## config.mk

```make
export PLATFORM = sky130hd
export DESIGN_NAME = prt_trip_aggregator
export DESIGN_NICKNAME = d
export VERILOG_FILES = /design/src/logic/prt_pkg.sv /design/src/logic/prt_trip_aggregator.sv
export SDC_FILE = /design/constraint.sdc
export NUM_CORES = 2
export LEC_CHECK = 0
export BUFFER_PORTS_ARGS = -buffer_cell sky130_fd_sc_hd__clkbuf_2
export CORE_MARGIN = 2
export CORE_UTILIZATION = 45
export DETAILED_ROUTE_END_ITERATION = 10
export GPL_ROUTABILITY_DRIVEN = 0
export HOLD_SLACK_MARGIN = 0.08
export PLACE_DENSITY = 0.68
export RECOVER_POWER = 25
export SYNTH_ARGS = -nofsm -noshare
export SYNTH_HDL_FRONTEND = slang
export SYNTH_SLANG_ARGS = --single-unit
```

## constraint.sdc

```tcl
create_clock -name ref_clk -period 8.1 [get_ports ref_clk]
set_input_delay 1.215 -clock ref_clk [delete_from_list [all_inputs] [get_ports ref_clk]]
set_output_delay 1.215 -clock ref_clk [all_outputs]
set_load 0.02 [all_outputs]
```

## src/logic/prt_pkg.sv

```systemverilog
// shared constants for the protection trip aggregator
package prt_pkg;

  // clock and time base
  localparam int CLK_HZ       = 25_000_000;  // ref_clk rate
  localparam int MS_PER_S     = 1000;
  localparam int MS_CLKS      = CLK_HZ / MS_PER_S;  // clocks per millisecond
  localparam int CYCLE_CLKS   = 2500;        // clocks per program cycle

  // register bus
  localparam int ADDR_W = 8;
  localparam int DATA_W = 32;

  // register offsets (byte addresses)
  localparam logic [7:0] OFS_CTRL       = 8'h00;
  localparam logic [7:0] OFS_FUNC_EN    = 8'h04;
  localparam logic [7:0] OFS_EV_ON_SEL  = 8'h08;
  localparam logic [7:0] OFS_EV_OFF_SEL = 8'h0c;
  localparam logic [7:0] OFS_COND       = 8'h10;
  localparam logic [7:0] OFS_CNT_CLR    = 8'h14;
  localparam logic [7:0] OFS_ARC_CNT    = 8'h18;
  localparam logic [7:0] OFS_START_CNT  = 8'h1c;
  localparam logic [7:0] OFS_TRIP_CNT   = 8'h20;
  localparam logic [7:0] OFS_IRQ_STAT   = 8'h24;
  localparam logic [7:0] OFS_IRQ_MASK   = 8'h28;
  localparam logic [7:0] OFS_TIME_MS    = 8'h2c;
  localparam logic [7:0] OFS_HIST_SEL   = 8'h30;
  localparam logic [7:0] OFS_HIST_STAMP = 8'h34;
  localparam logic [7:0] OFS_HIST_INFO  = 8'h38;
  localparam logic [7:0] OFS_HIST_IAB   = 8'h3c;
  localparam logic [7:0] OFS_HIST_ICR   = 8'h40;

  // control register fields
  localparam int CTRL_FORCE_ALLOW = 0;
  localparam int CTRL_FORCE_LO    = 1;  // two-bit force select at [2:1]
  localparam logic [31:0] CTRL_RESET = 32'h0000_0000;

  // counter clear command bits
  localparam int CLR_ARC   = 0;
  localparam int CLR_START = 1;
  localparam int CLR_TRIP  = 2;

  // interrupt status bits
  localparam int IRQ_W         = 5;
  localparam int IRQ_COM_START = 0;
  localparam int IRQ_COM_TRIP  = 1;
  localparam int IRQ_ARC_TRIP  = 2;
  localparam int IRQ_ARC_BLK   = 3;
  localparam int IRQ_EV_OVF    = 4;

  // arc stage and event layout
  localparam int NUM_ZONES      = 4;
  localparam int ARC_STATUS_W   = 18;
  localparam int EV_ZONE_TRIP   = 0;
  localparam int EV_ZONE_BLK    = 4;
  localparam int NUM_ARC_EVENTS = 26;
  localparam int EV_COM_START   = 26;
  localparam int EV_COM_TRIP    = 27;
  localparam int NUM_EVENTS     = 28;
  localparam int EV_IDX_W       = 5;

  // history
  localparam int HIST_DEPTH = 12;
  localparam int HIST_IDX_W = 4;
  localparam int CUR_W      = 16;
  localparam int SENS_W     = 4;
  localparam int GRP_W      = 3;

  typedef enum logic [1:0] {PRT_FORCE_NORMAL, PRT_FORCE_START, PRT_FORCE_TRIP} prt_force_e;
  typedef enum logic [1:0] {PRT_COND_NORMAL, PRT_COND_START, PRT_COND_TRIP} prt_cond_e;
  typedef enum logic [1:0] {PRT_ZONE_IDLE, PRT_ZONE_TRIP, PRT_ZONE_BLOCKED} prt_zone_e;

endpackage : prt_pkg

```

## src/logic/prt_trip_aggregator.sv

```systemverilog
// protection trip aggregator: arc zone gating, common signals, events, history
`timescale 1ns/1ps
`default_nettype none

module prt_trip_aggregator
  import prt_pkg::*;
#(
  parameter int NUM_FUNCS  = 16,
  parameter int NUM_EXTRA  = 4,
  parameter int MS_DIV     = MS_CLKS,
  parameter int CYCLE_DIV  = CYCLE_CLKS
) (
  input  wire logic                    ref_clk,
  input  wire logic                    resetn,
  // register port
  input  wire logic [ADDR_W-1:0]       reg_addr,
  input  wire logic [DATA_W-1:0]       reg_wdata,
  input  wire logic                    reg_wr,
  input  wire logic                    reg_rd,
  output logic      [DATA_W-1:0]       reg_rdata,
  // arc stage
  input  wire logic [NUM_ZONES-1:0]    zone_pickup,
  input  wire logic [NUM_ZONES-1:0]    zone_block_in,
  input  wire logic [ARC_STATUS_W-1:0] arc_status,
  input  wire logic [CUR_W-1:0]        cur_a,
  input  wire logic [CUR_W-1:0]        cur_b,
  input  wire logic [CUR_W-1:0]        cur_c,
  input  wire logic [CUR_W-1:0]        cur_res,
  input  wire logic [SENS_W-1:0]       sensor_active,
  input  wire logic [GRP_W-1:0]        setting_group,
  output logic      [NUM_ZONES-1:0]    zone_trip,
  output logic      [NUM_ZONES-1:0]    zone_blocked,
  // common signals
  input  wire logic [NUM_FUNCS-1:0]    func_start,
  input  wire logic [NUM_FUNCS-1:0]    func_trip,
  input  wire logic [NUM_EXTRA-1:0]    extra_start,
  input  wire logic [NUM_EXTRA-1:0]    extra_trip,
  output logic                         common_start,
  output logic                         common_trip,
  // event stream to the main event buffer
  output logic                         ev_valid,
  output logic      [EV_IDX_W-1:0]     ev_code,
  output logic                         ev_on,
  output logic      [DATA_W-1:0]       ev_stamp,
  output logic                         irq
);

  ////////////////////////////////////////////////////////////////////////////
  // time base

  logic [$clog2(MS_DIV)-1:0]    ms_div;
  logic [$clog2(CYCLE_DIV)-1:0] cyc_div;
  logic                         ms_tick;
  logic                         tick;
  logic                         tick_d;
  logic [DATA_W-1:0]            time_ms;

  // millisecond enable
  always_ff @(posedge ref_clk or negedge resetn) begin
    if (!resetn) begin
      ms_div  <= '0;
      ms_tick <= 1'b0;
    end else begin
      ms_tick <= (ms_div == ($clog2(MS_DIV))'(MS_DIV - 1));
      ms_div  <= (ms_div == ($clog2(MS_DIV))'(MS_DIV - 1)) ? '0 : ms_div + 1'b1;
    end
  end

  // program cycle enable, decision stage one clock later
  always_ff @(posedge ref_clk or negedge resetn) begin
    if (!resetn) begin
      cyc_div <= '0;
      tick    <= 1'b0;
      tick_d  <= 1'b0;
    end else begin
      tick    <= (cyc_div == ($clog2(CYCLE_DIV))'(CYCLE_DIV - 1));
      cyc_div <= (cyc_div == ($clog2(CYCLE_DIV))'(CYCLE_DIV - 1)) ? '0 : cyc_div + 1'b1;
      tick_d  <= tick;
    end
  end

  ////////////////////////////////////////////////////////////////////////////
  // registers written by software

  logic [DATA_W-1:0]          ctrl;
  logic [NUM_FUNCS-1:0]       func_en;
  logic [NUM_EVENTS-1:0]      ev_on_sel;
  logic [NUM_EVENTS-1:0]      ev_off_sel;
  logic [IRQ_W-1:0]           irq_mask;
  logic [HIST_IDX_W-1:0]      hist_sel;
  logic                       wr_time;
  logic [2:0]                 cnt_clr;
  prt_force_e                 force_sel;
  logic                       force_allow;

  assign force_allow = ctrl[CTRL_FORCE_ALLOW];
  assign force_sel   = prt_force_e'(ctrl[CTRL_FORCE_LO +: 2]);
  assign wr_time     = reg_wr && (reg_addr == OFS_TIME_MS);
  assign cnt_clr     = (reg_wr && (reg_addr == OFS_CNT_CLR)) ? reg_wdata[2:0] : 3'h0;

  // static settings, not tied to setting_group
  always_ff @(posedge ref_clk or negedge resetn) begin
    if (!resetn) begin
      ctrl       <= CTRL_RESET;  // force select defaults to normal
      func_en    <= '1;
      ev_on_sel  <= '1;
      ev_off_sel <= '1;
      irq_mask   <= '0;
      hist_sel   <= '0;
    end else if (reg_wr) begin
      case (reg_addr)
        OFS_CTRL:       ctrl       <= reg_wdata;
        OFS_FUNC_EN:    func_en    <= reg_wdata[NUM_FUNCS-1:0];
        OFS_EV_ON_SEL:  ev_on_sel  <= reg_wdata[NUM_EVENTS-1:0];
        OFS_EV_OFF_SEL: ev_off_sel <= reg_wdata[NUM_EVENTS-1:0];
        OFS_IRQ_MASK:   irq_mask   <= reg_wdata[IRQ_W-1:0];
        OFS_HIST_SEL:   hist_sel   <= (reg_wdata[HIST_IDX_W-1:0] < HIST_IDX_W'(HIST_DEPTH)) ?
                                      reg_wdata[HIST_IDX_W-1:0] : hist_sel;
        default:        ;
      endcase
    end
  end

  // running millisecond clock, software sets it
  always_ff @(posedge ref_clk or negedge resetn) begin
    if (!resetn) begin
      time_ms <= '0;
    end else if (wr_time) begin
      time_ms <= reg_wdata;
    end else if (ms_tick) begin
      time_ms <= time_ms + 1'b1;
    end
  end

  ////////////////////////////////////////////////////////////////////////////
  // arc zone gating

  logic [NUM_ZONES-1:0] blk_s;
  logic [NUM_ZONES-1:0] pick_s;
  prt_zone_e            zone_state [NUM_ZONES];

  // one sample of block and pick-up per program cycle; the blocker's own
  // timing must lead the operate delay
  always_ff @(posedge ref_clk or negedge resetn) begin
    if (!resetn) begin
      blk_s  <= '0;
      pick_s <= '0;
    end else if (tick) begin
      blk_s  <= zone_block_in;
      pick_s <= zone_pickup;
    end
  end

  for (genvar g = 0; g < NUM_ZONES; g++) begin : g_zone
    // pick-up decides trip or blocked, then holds until pick-up drops
    always_ff @(posedge ref_clk or negedge resetn) begin
      if (!resetn) begin
        zone_state[g] <= PRT_ZONE_IDLE;
      end else if (tick_d) begin
        case (zone_state[g])
          PRT_ZONE_IDLE: begin
            if (pick_s[g]) begin
              zone_state[g] <= blk_s[g] ? PRT_ZONE_BLOCKED : PRT_ZONE_TRIP;
            end
          end
          PRT_ZONE_TRIP, PRT_ZONE_BLOCKED: begin
            if (!pick_s[g]) begin
              zone_state[g] <= PRT_ZONE_IDLE;  // blocked pick-up never trips
            end
          end
          default: zone_state[g] <= PRT_ZONE_IDLE;
        endcase
      end
    end

    // zone outputs from state
    always_ff @(posedge ref_clk or negedge resetn) begin
      if (!resetn) begin
        zone_trip[g]    <= 1'b0;
        zone_blocked[g] <= 1'b0;
      end else begin
        zone_trip[g]    <= (zone_state[g] == PRT_ZONE_TRIP);
        zone_blocked[g] <= (zone_state[g] == PRT_ZONE_BLOCKED);
      end
    end

  end

  ////////////////////////////////////////////////////////////////////////////
  // common signals, no blocking input of their own

  logic raw_start;
  logic raw_trip;

  assign raw_start = |(func_start & func_en) | (|extra_start);
  assign raw_trip  = |(func_trip & func_en) | (|extra_trip);

  // forcing overrides only while allowed; forced trip also shows start
  always_ff @(posedge ref_clk or negedge resetn) begin
    if (!resetn) begin
      common_start <= 1'b0;
      common_trip  <= 1'b0;
    end else if (force_allow && force_sel == PRT_FORCE_START) begin
      common_start <= 1'b1;
      common_trip  <= 1'b0;
    end else if (force_allow && force_sel == PRT_FORCE_TRIP) begin
      common_start <= 1'b1;
      common_trip  <= 1'b1;
    end else begin
      common_start <= raw_start;
      common_trip  <= raw_trip;
    end
  end

  prt_cond_e cond;

  // condition seen by software
  always_comb begin
    if (common_trip) begin
      cond = PRT_COND_TRIP;
    end else if (common_start) begin
      cond = PRT_COND_START;
    end else begin
      cond = PRT_COND_NORMAL;
    end
  end

  ////////////////////////////////////////////////////////////////////////////
  // event detection and stream

  logic [NUM_EVENTS-1:0] ev_now;
  logic [NUM_EVENTS-1:0] ev_prev;
  logic [NUM_EVENTS-1:0] rise;
  logic [NUM_EVENTS-1:0] fall;
  logic [NUM_EVENTS-1:0] pend_on;
  logic [NUM_EVENTS-1:0] pend_off;
  logic [NUM_EVENTS-1:0] next_pend_on;
  logic [NUM_EVENTS-1:0] next_pend_off;
  logic [DATA_W-1:0]     batch_stamp;
  logic                  pick_found;
  logic                  pick_on;
  logic [EV_IDX_W-1:0]   pick_idx;
  logic                  ev_ovf;

  // all arc and common status bits in one vector
  assign ev_now = {common_trip, common_start, arc_status, zone_blocked, zone_trip};
  assign rise   = ev_now & ~ev_prev;
  assign fall   = ~ev_now & ev_prev;
  assign ev_ovf = tick && (|((pend_on | pend_off) & ((rise & ev_on_sel) | (fall & ev_off_sel))));

  // previous status, one edge per program cycle
  always_ff @(posedge ref_clk or negedge resetn) begin
    if (!resetn) begin
      ev_prev <= '0;
    end else if (tick) begin
      ev_prev <= ev_now;
    end
  end

  // lowest pending event first, ON before OFF
  always_comb begin
    pick_found = 1'b0;
    pick_on    = 1'b0;
    pick_idx   = '0;
    for (int i = NUM_EVENTS - 1; i >= 0; i--) begin
      if (pend_on[i] || pend_off[i]) begin
        pick_found = 1'b1;
        pick_on    = pend_on[i];
        pick_idx   = EV_IDX_W'(i);
      end
    end
  end

  // drain clears, a new edge in the same clock wins
  always_comb begin
    next_pend_on  = pend_on;
    next_pend_off = pend_off;
    if (pick_found && pick_on) begin
      next_pend_on[pick_idx] = 1'b0;
    end else if (pick_found) begin
      next_pend_off[pick_idx] = 1'b0;
    end
    if (tick) begin
      next_pend_on  = next_pend_on | (rise & ev_on_sel);
      next_pend_off = next_pend_off | (fall & ev_off_sel);
    end
  end

  // pending sets and the stamp of the cycle that raised them
  always_ff @(posedge ref_clk or negedge resetn) begin
    if (!resetn) begin
      pend_on     <= '0;
      pend_off    <= '0;
      batch_stamp <= '0;
    end else begin
      pend_on  <= next_pend_on;
      pend_off <= next_pend_off;
      if (tick && (|(rise | fall))) begin
        batch_stamp <= time_ms;
      end
    end
  end

  // event stream outputs
  always_ff @(posedge ref_clk or negedge resetn) begin
    if (!resetn) begin
      ev_valid <= 1'b0;
      ev_code  <= '0;
      ev_on    <= 1'b0;
      ev_stamp <= '0;
    end else begin
      ev_valid <= pick_found;
      ev_code  <= pick_idx;
      ev_on    <= pick_on;
      ev_stamp <= batch_stamp;
    end
  end

  ////////////////////////////////////////////////////////////////////////////
  // cumulative counters

  logic [DATA_W-1:0] arc_cnt;
  logic [DATA_W-1:0] start_cnt;
  logic [DATA_W-1:0] trip_cnt;
  logic [EV_IDX_W-1:0] arc_inc;

  // number of arc status edges this cycle
  always_comb begin
    arc_inc = '0;
    for (int i = 0; i < NUM_ARC_EVENTS; i++) begin
      arc_inc = arc_inc + EV_IDX_W'(rise[i] | fall[i]);
    end
  end

  // clear and count in the same clock keeps the count
  always_ff @(posedge ref_clk or negedge resetn) begin
    if (!resetn) begin
      arc_cnt   <= '0;
      start_cnt <= '0;
      trip_cnt  <= '0;
    end else begin
      arc_cnt   <= (cnt_clr[CLR_ARC] ? '0 : arc_cnt)
                   + (tick ? DATA_W'(arc_inc) : '0);
      start_cnt <= (cnt_clr[CLR_START] ? '0 : start_cnt)
                   + DATA_W'(tick & rise[EV_COM_START]);
      trip_cnt  <= (cnt_clr[CLR_TRIP] ? '0 : trip_cnt)
                   + DATA_W'(tick & rise[EV_COM_TRIP]);
    end
  end

  ////////////////////////////////////////////////////////////////////////////
  // operation history

  logic [HIST_IDX_W-1:0] wr_ptr;
  logic [HIST_IDX_W-1:0] hist_cnt;
  logic [HIST_IDX_W-1:0] rd_idx;
  logic [HIST_IDX_W:0]   rd_sum;
  logic                  hist_we;
  logic [EV_IDX_W-1:0]   rec_code;
  logic [DATA_W-1:0]     h_stamp [HIST_DEPTH];
  logic [EV_IDX_W-1:0]   h_code  [HIST_DEPTH];
  logic [CUR_W-1:0]      h_ia    [HIST_DEPTH];
  logic [CUR_W-1:0]      h_ib    [HIST_DEPTH];
  logic [CUR_W-1:0]      h_ic    [HIST_DEPTH];
  logic [CUR_W-1:0]      h_ir    [HIST_DEPTH];
  logic [SENS_W-1:0]     h_sens  [HIST_DEPTH];
  logic [GRP_W-1:0]      h_grp   [HIST_DEPTH];

  assign hist_we = tick && (|rise[EV_ZONE_TRIP +: NUM_ZONES]);
  // selected age, 0 is the newest record
  assign rd_sum  = {1'b0, wr_ptr} + (HIST_IDX_W+1)'(HIST_DEPTH - 1) - {1'b0, hist_sel};
  assign rd_idx  = (rd_sum >= (HIST_IDX_W+1)'(HIST_DEPTH)) ?
                   HIST_IDX_W'(rd_sum - (HIST_IDX_W+1)'(HIST_DEPTH)) : rd_sum[HIST_IDX_W-1:0];

  // lowest tripping zone names the record
  always_comb begin
    rec_code = '0;
    for (int i = NUM_ZONES - 1; i >= 0; i--) begin
      if (rise[EV_ZONE_TRIP + i]) begin
        rec_code = EV_IDX_W'(EV_ZONE_TRIP + i);
      end
    end
  end

  // circular pointer, oldest record overwritten
  always_ff @(posedge ref_clk or negedge resetn) begin
    if (!resetn) begin
      wr_ptr   <= '0;
      hist_cnt <= '0;
    end else if (hist_we) begin
      wr_ptr   <= (wr_ptr == HIST_IDX_W'(HIST_DEPTH - 1)) ? '0 : wr_ptr + 1'b1;
      hist_cnt <= (hist_cnt == HIST_IDX_W'(HIST_DEPTH)) ? hist_cnt : hist_cnt + 1'b1;
    end
  end

  // record store
  always_ff @(posedge ref_clk) begin
    if (hist_we) begin
      h_stamp[wr_ptr] <= time_ms;
      h_code[wr_ptr]  <= rec_code;
      h_ia[wr_ptr]    <= cur_a;
      h_ib[wr_ptr]    <= cur_b;
      h_ic[wr_ptr]    <= cur_c;
      h_ir[wr_ptr]    <= cur_res;
      h_sens[wr_ptr]  <= sensor_active;
      h_grp[wr_ptr]   <= setting_group;
    end
  end

  ////////////////////////////////////////////////////////////////////////////
  // interrupt status, read clears, a set in the same clock wins

  logic [IRQ_W-1:0] irq_stat;
  logic [IRQ_W-1:0] irq_set;
  logic             rd_stat;

  assign rd_stat = reg_rd && (reg_addr == OFS_IRQ_STAT);
  always_comb begin
    irq_set                = '0;
    irq_set[IRQ_COM_START] = tick & rise[EV_COM_START];
    irq_set[IRQ_COM_TRIP]  = tick & rise[EV_COM_TRIP];
    irq_set[IRQ_ARC_TRIP]  = tick & (|rise[EV_ZONE_TRIP +: NUM_ZONES]);
    irq_set[IRQ_ARC_BLK]   = tick & (|rise[EV_ZONE_BLK +: NUM_ZONES]);
    irq_set[IRQ_EV_OVF]    = ev_ovf;
  end

  // sticky bits and level output
  always_ff @(posedge ref_clk or negedge resetn) begin
    if (!resetn) begin
      irq_stat <= '0;
      irq      <= 1'b0;
    end else begin
      irq_stat <= (rd_stat ? '0 : irq_stat) | irq_set;
      irq      <= |(((rd_stat ? '0 : irq_stat) | irq_set) & irq_mask);
    end
  end

  ////////////////////////////////////////////////////////////////////////////
  // read port, data in the clock after the strobe

  always_ff @(posedge ref_clk or negedge resetn) begin
    if (!resetn) begin
      reg_rdata <= '0;
    end else if (reg_rd) begin
      case (reg_addr)
        OFS_CTRL:       reg_rdata <= ctrl;
        OFS_FUNC_EN:    reg_rdata <= DATA_W'(func_en);
        OFS_EV_ON_SEL:  reg_rdata <= DATA_W'(ev_on_sel);
        OFS_EV_OFF_SEL: reg_rdata <= DATA_W'(ev_off_sel);
        OFS_COND:       reg_rdata <= DATA_W'({zone_blocked, zone_trip, cond});
        OFS_ARC_CNT:    reg_rdata <= arc_cnt;
        OFS_START_CNT:  reg_rdata <= start_cnt;
        OFS_TRIP_CNT:   reg_rdata <= trip_cnt;
        OFS_IRQ_STAT:   reg_rdata <= DATA_W'(irq_stat);
        OFS_IRQ_MASK:   reg_rdata <= DATA_W'(irq_mask);
        OFS_TIME_MS:    reg_rdata <= time_ms;
        OFS_HIST_SEL:   reg_rdata <= DATA_W'({hist_cnt, hist_sel});
        OFS_HIST_STAMP: reg_rdata <= h_stamp[rd_idx];
        OFS_HIST_INFO:  reg_rdata <= DATA_W'({h_grp[rd_idx], h_sens[rd_idx], h_code[rd_idx]});
        OFS_HIST_IAB:   reg_rdata <= {h_ib[rd_idx], h_ia[rd_idx]};
        OFS_HIST_ICR:   reg_rdata <= {h_ir[rd_idx], h_ic[rd_idx]};
        default:        reg_rdata <= '0;
      endcase
    end else begin
      reg_rdata <= '0;
    end
  end

endmodule : prt_trip_aggregator

`default_nettype wire

```

==> impl_metrics.json <==
{
  "worst_r2r_endpoint": "arc_cnt[30]",
  "holdPathStages": 0,
  "cts_max_level": 4,
  "synthCells": 4325,
  "p_leak_nw": 29.2,
  "vias": 42240,
  "p_int_w": 0.0149,
  "crit_chain": "clkbuf_2, inv_1, ha_1, fa_1, inv_1, fa_1, fa_1, inv_1, fa_1, fa_1, fa_1, inv_1, ha_1, fa_1, a21o_1, a21oi_1, xnor2_1, and2_1, ha_1, o21ai_0, a211oi_2, nand2_1, or3_1, a21oi_1",
  "area_delta_synth_final_pct": 13.6,
  "cp_slowest_cell": "fa_1",
  "layout_commonest_cell": "edfxtp_1",
  "synth_async_sr_flop_share": 0.283,
  "start_util": 0.452,
  "p_per_area_nw_per_um2": 232,
  "worst_path_most_repeated_cell": "fa_1",
  "slew_headroom": 0.228,
  "tightest_slew_ns": 1.15,
  "worst_r2r_startpoint": "zone_trip[3]",
  "grt_setup_unrepaired": "no",
  "die_x_um": 405,
  "drt_iter0_markers": 5088,
  "timing.final.crit_share": 0.893,
  "cts_buffers": 179,
  "path_buf_inv": 5,
  "met2_length_um": 93200,
  "final_hold_viol_count": 0,
  "ys_types": 79,
  "pin_count": 263,
  "synth_seq_area_share": 0.696,
  "postLayoutCellArea_um2": 82200,
  "swShare": 0.217,
  "cts_root_buf": "clkbuf_16",
  "top_layer_used": "met5",
  "finalCriticalPeriod_ns": 7.23,
  "routed_wl_um": 198000,
  "grt_overflow": 0,
  "cts_resized": 0,
  "path_class": "in -> reg",
  "syn_area_um2": 72400,
  "yosysTopAreaCell": "edfxtp_1",
  "min_to": "ev_stamp[26]",
  "cts.sinks": 1758,
  "drv_slew": 0,
  "layout_common_cells": "edfxtp_1 (1,260), dfrtp_1 (425), mux4_2 (315)",
  "grt_pass1_vias": 41716,
  "drc_errors": 0,
  "clock_path_buffers": 3,
  "ys.flop_type": "edfxtp_1",
  "syn-num-nets": 4630,
  "place_area_um2": 76300,
  "cts_tree": "done",
  "arrival_ns": 7.97,
  "setup_violations": 0,
  "status": "finished, final reports clean",
  "skew_ns": 0.0441,
  "post_drt_via_cell_ratio": 6.06,
  "dieArea_um2": 164000,
  "drt_first_pass_iters": 9,
  "max_stage_delay_ns": 0.56,
  "io_buffers": 262,
  "cts_setup_buffers": 0,
  "yosys_warnings": 0,
  "holdBufCountCts": 0,
  "power_frac_seq": 0.515,
  "holdCritStartpoint": "batch_stamp[26]",
  "worstPathRequired_ns": 8.84,
  "synth_top_area_share": 0.523,
  "fmax_mhz": 138,
  "synth-edff-count": 1260,
  "rows": 147,
  "grtUsageTotal": 0.242,
  "cap_viol_max_count": 0,
  "dp_hpwl_um": 126000,
  "vdd_drop_max_uv": 240,
  "synth.area.top_cells": "edfxtp_1 (52%), dfrtp_1 (15%), mux4_2 (9.8%)",
  "end_kind": "register",
  "design.core.area_um2": 160000,
  "final_util": 0.513,
  "comb_power_share": 0.048,
  "setup-tns-final_ns": 0,
  "nets": 4949,
  "pwr-share-clk": 0.437,
  "hp-class": "reg -> reg",
  "layout-drive-gt1-share": 0.233,
  "cpLargestDelayFamily": "adder cells",
  "wl_met3_um": 18200,
  "grt_pass1_wl_um": 290000,
  "startpoint_type": "primary input",
  "worst_r2r_path_depth": 21,
  "switching_power_w": 0.00413,
  "crit_fanout": 10,
  "avgSynthCellArea_um2": 16.7,
  "synth_seq_cells": 1758,
  "routedWlPerCell_um": 28.4,
  "r2r_slack_ns": 0.99,
  "antenna_found_initial": 24,
  "die_h_um": 405,
  "antenna_left": 0,
  "drt-met1-wl_um": 79000,
  "worst_skew_pair.late_latency_ns": 0.82,
  "clk_pin_slew_ns": 0.06,
  "grt_start_max_net_pins": 174
}
-- flip-flops by register name (all words and copies together), names as in the netlist, 36 cells and up --
register  count
h_grp        36
h_ia        192
h_ib        192
h_ic        192
h_ir        192
h_sens       48
h_stamp     384
-- cell families after synthesis --
logic type	Yosys count	share of synthesized area
xor+xnor	134	0.0162
buf+inv	325	0.0183
mux	476	0.123
flops	1758	0.696
fa+ha+maj	124	0.0235
simple gates	825	0.0551
compound gates	683	0.0678
-- worst reg2reg max path: stages (launching register included) --
cell	delay, ns
dfrtp_1	0.41
inv_1	0.06
ha_1	0.40
fa_1	0.67
fa_1	0.45
fa_1	0.47
fa_1	0.52
fa_1	0.44
fa_1	0.49
inv_1	0.05
ha_1	0.21
fa_1	0.47
a21o_1	0.17
a21oi_1	0.17
xnor2_1	0.08
and2_1	0.16
ha_1	0.32
o21ai_0	0.14
a211oi_2	0.45
nand2_1	0.32
or3_1	0.43
a21oi_1	0.15
-- per-stage QoR --
stage	setup WS (ns)	power [W]	instances	hold WS [ns]
after floorplan	0.794	0.0105	4325	0.350
after global placement	0.148	0.0109	6623	0.358
after detailed placement	0.116	0.0109	6623	0.362
after CTS	0.959	0.0192	6959	0.375
after global routing	0.623	0.0196	6963	0.381
final	0.871	0.0191	6968	0.371
-- power groups by stage --
stage | Clock (W) | Combinational, W | Sequential [W]
final | 0.00832 | 0.000918 | 0.00981
after global routing | 0.00878 | 0.00100 | 0.00981
after CTS | 0.00843 | 0.000932 | 0.00981
after detailed placement | 0 | 0.000927 | 0.00999
after global placement | 0 | 0.000918 | 0.00998
after floorplan | 0 | 0.000556 | 0.00993
-- per-layer routing --
metal / global-route usage / vias to the layer above
li1: - / 17787
met2: 0.379 / 1977
met3: 0.0511 / 385
met1: 0.336 / 22073
met4: 0.0907 / 18
met5: 0 / -
-- synth_stat cells, drive strengths merged (18+ instances only) --
| cell | instances |
|---|---|
| a21o | 18 |
| a21oi | 109 |
| a221oi | 49 |
| a222oi | 22 |
| a22o | 50 |
| a22oi | 178 |
| a31oi | 35 |
| a32o | 30 |
| and2 | 29 |
| and3 | 37 |
| buf | 81 |
| clkbuf | 116 |
| dfrtp | 426 |
| dfstp | 72 |
| edfxtp | 1260 |
| fa | 20 |
| ha | 104 |
| inv | 128 |
| mux2 | 147 |
| mux4 | 315 |
| nand2 | 220 |
| nand3 | 130 |
| nand4 | 52 |
| nor2 | 232 |
| nor3 | 29 |
| nor4 | 25 |
| o21ai | 85 |
| o22ai | 20 |
| o31ai | 22 |
| xnor2 | 44 |
| xor2 | 90 |
-- worst max-delay path by stage --
stage | from | end | slack (ns) | cells after the start
3_5_place_dp | arc_status[13] | arc_cnt[30] | 0.12 | 24
3_3_place_gp | arc_status[13] | arc_cnt[30] | 0.15 | 24
4_1_cts | arc_status[13] | arc_cnt[30] | 0.96 | 24
5_1_grt | arc_status[13] | arc_cnt[26] | 0.62 | 24
6_report | arc_status[13] | arc_cnt[30] | 0.87 | 24
2_1_floorplan | arc_status[13] | arc_cnt[22] | 0.79 | 23
-- layout make-up --
cell class / instances / area [µm²]
tap: 2160 / 2700
clock inverter: 77 / 903
clock buffer: 259 / 5060
sequential: 1758 / 50400
inverter: 128 / 480
multi-input combinational: 2242 / 20800
antenna: 9 / 22.5
timing repair buffer: 335 / 1850
fill: 13007 / 78000
No activity file was read; power rests on OpenSTA's default activity.
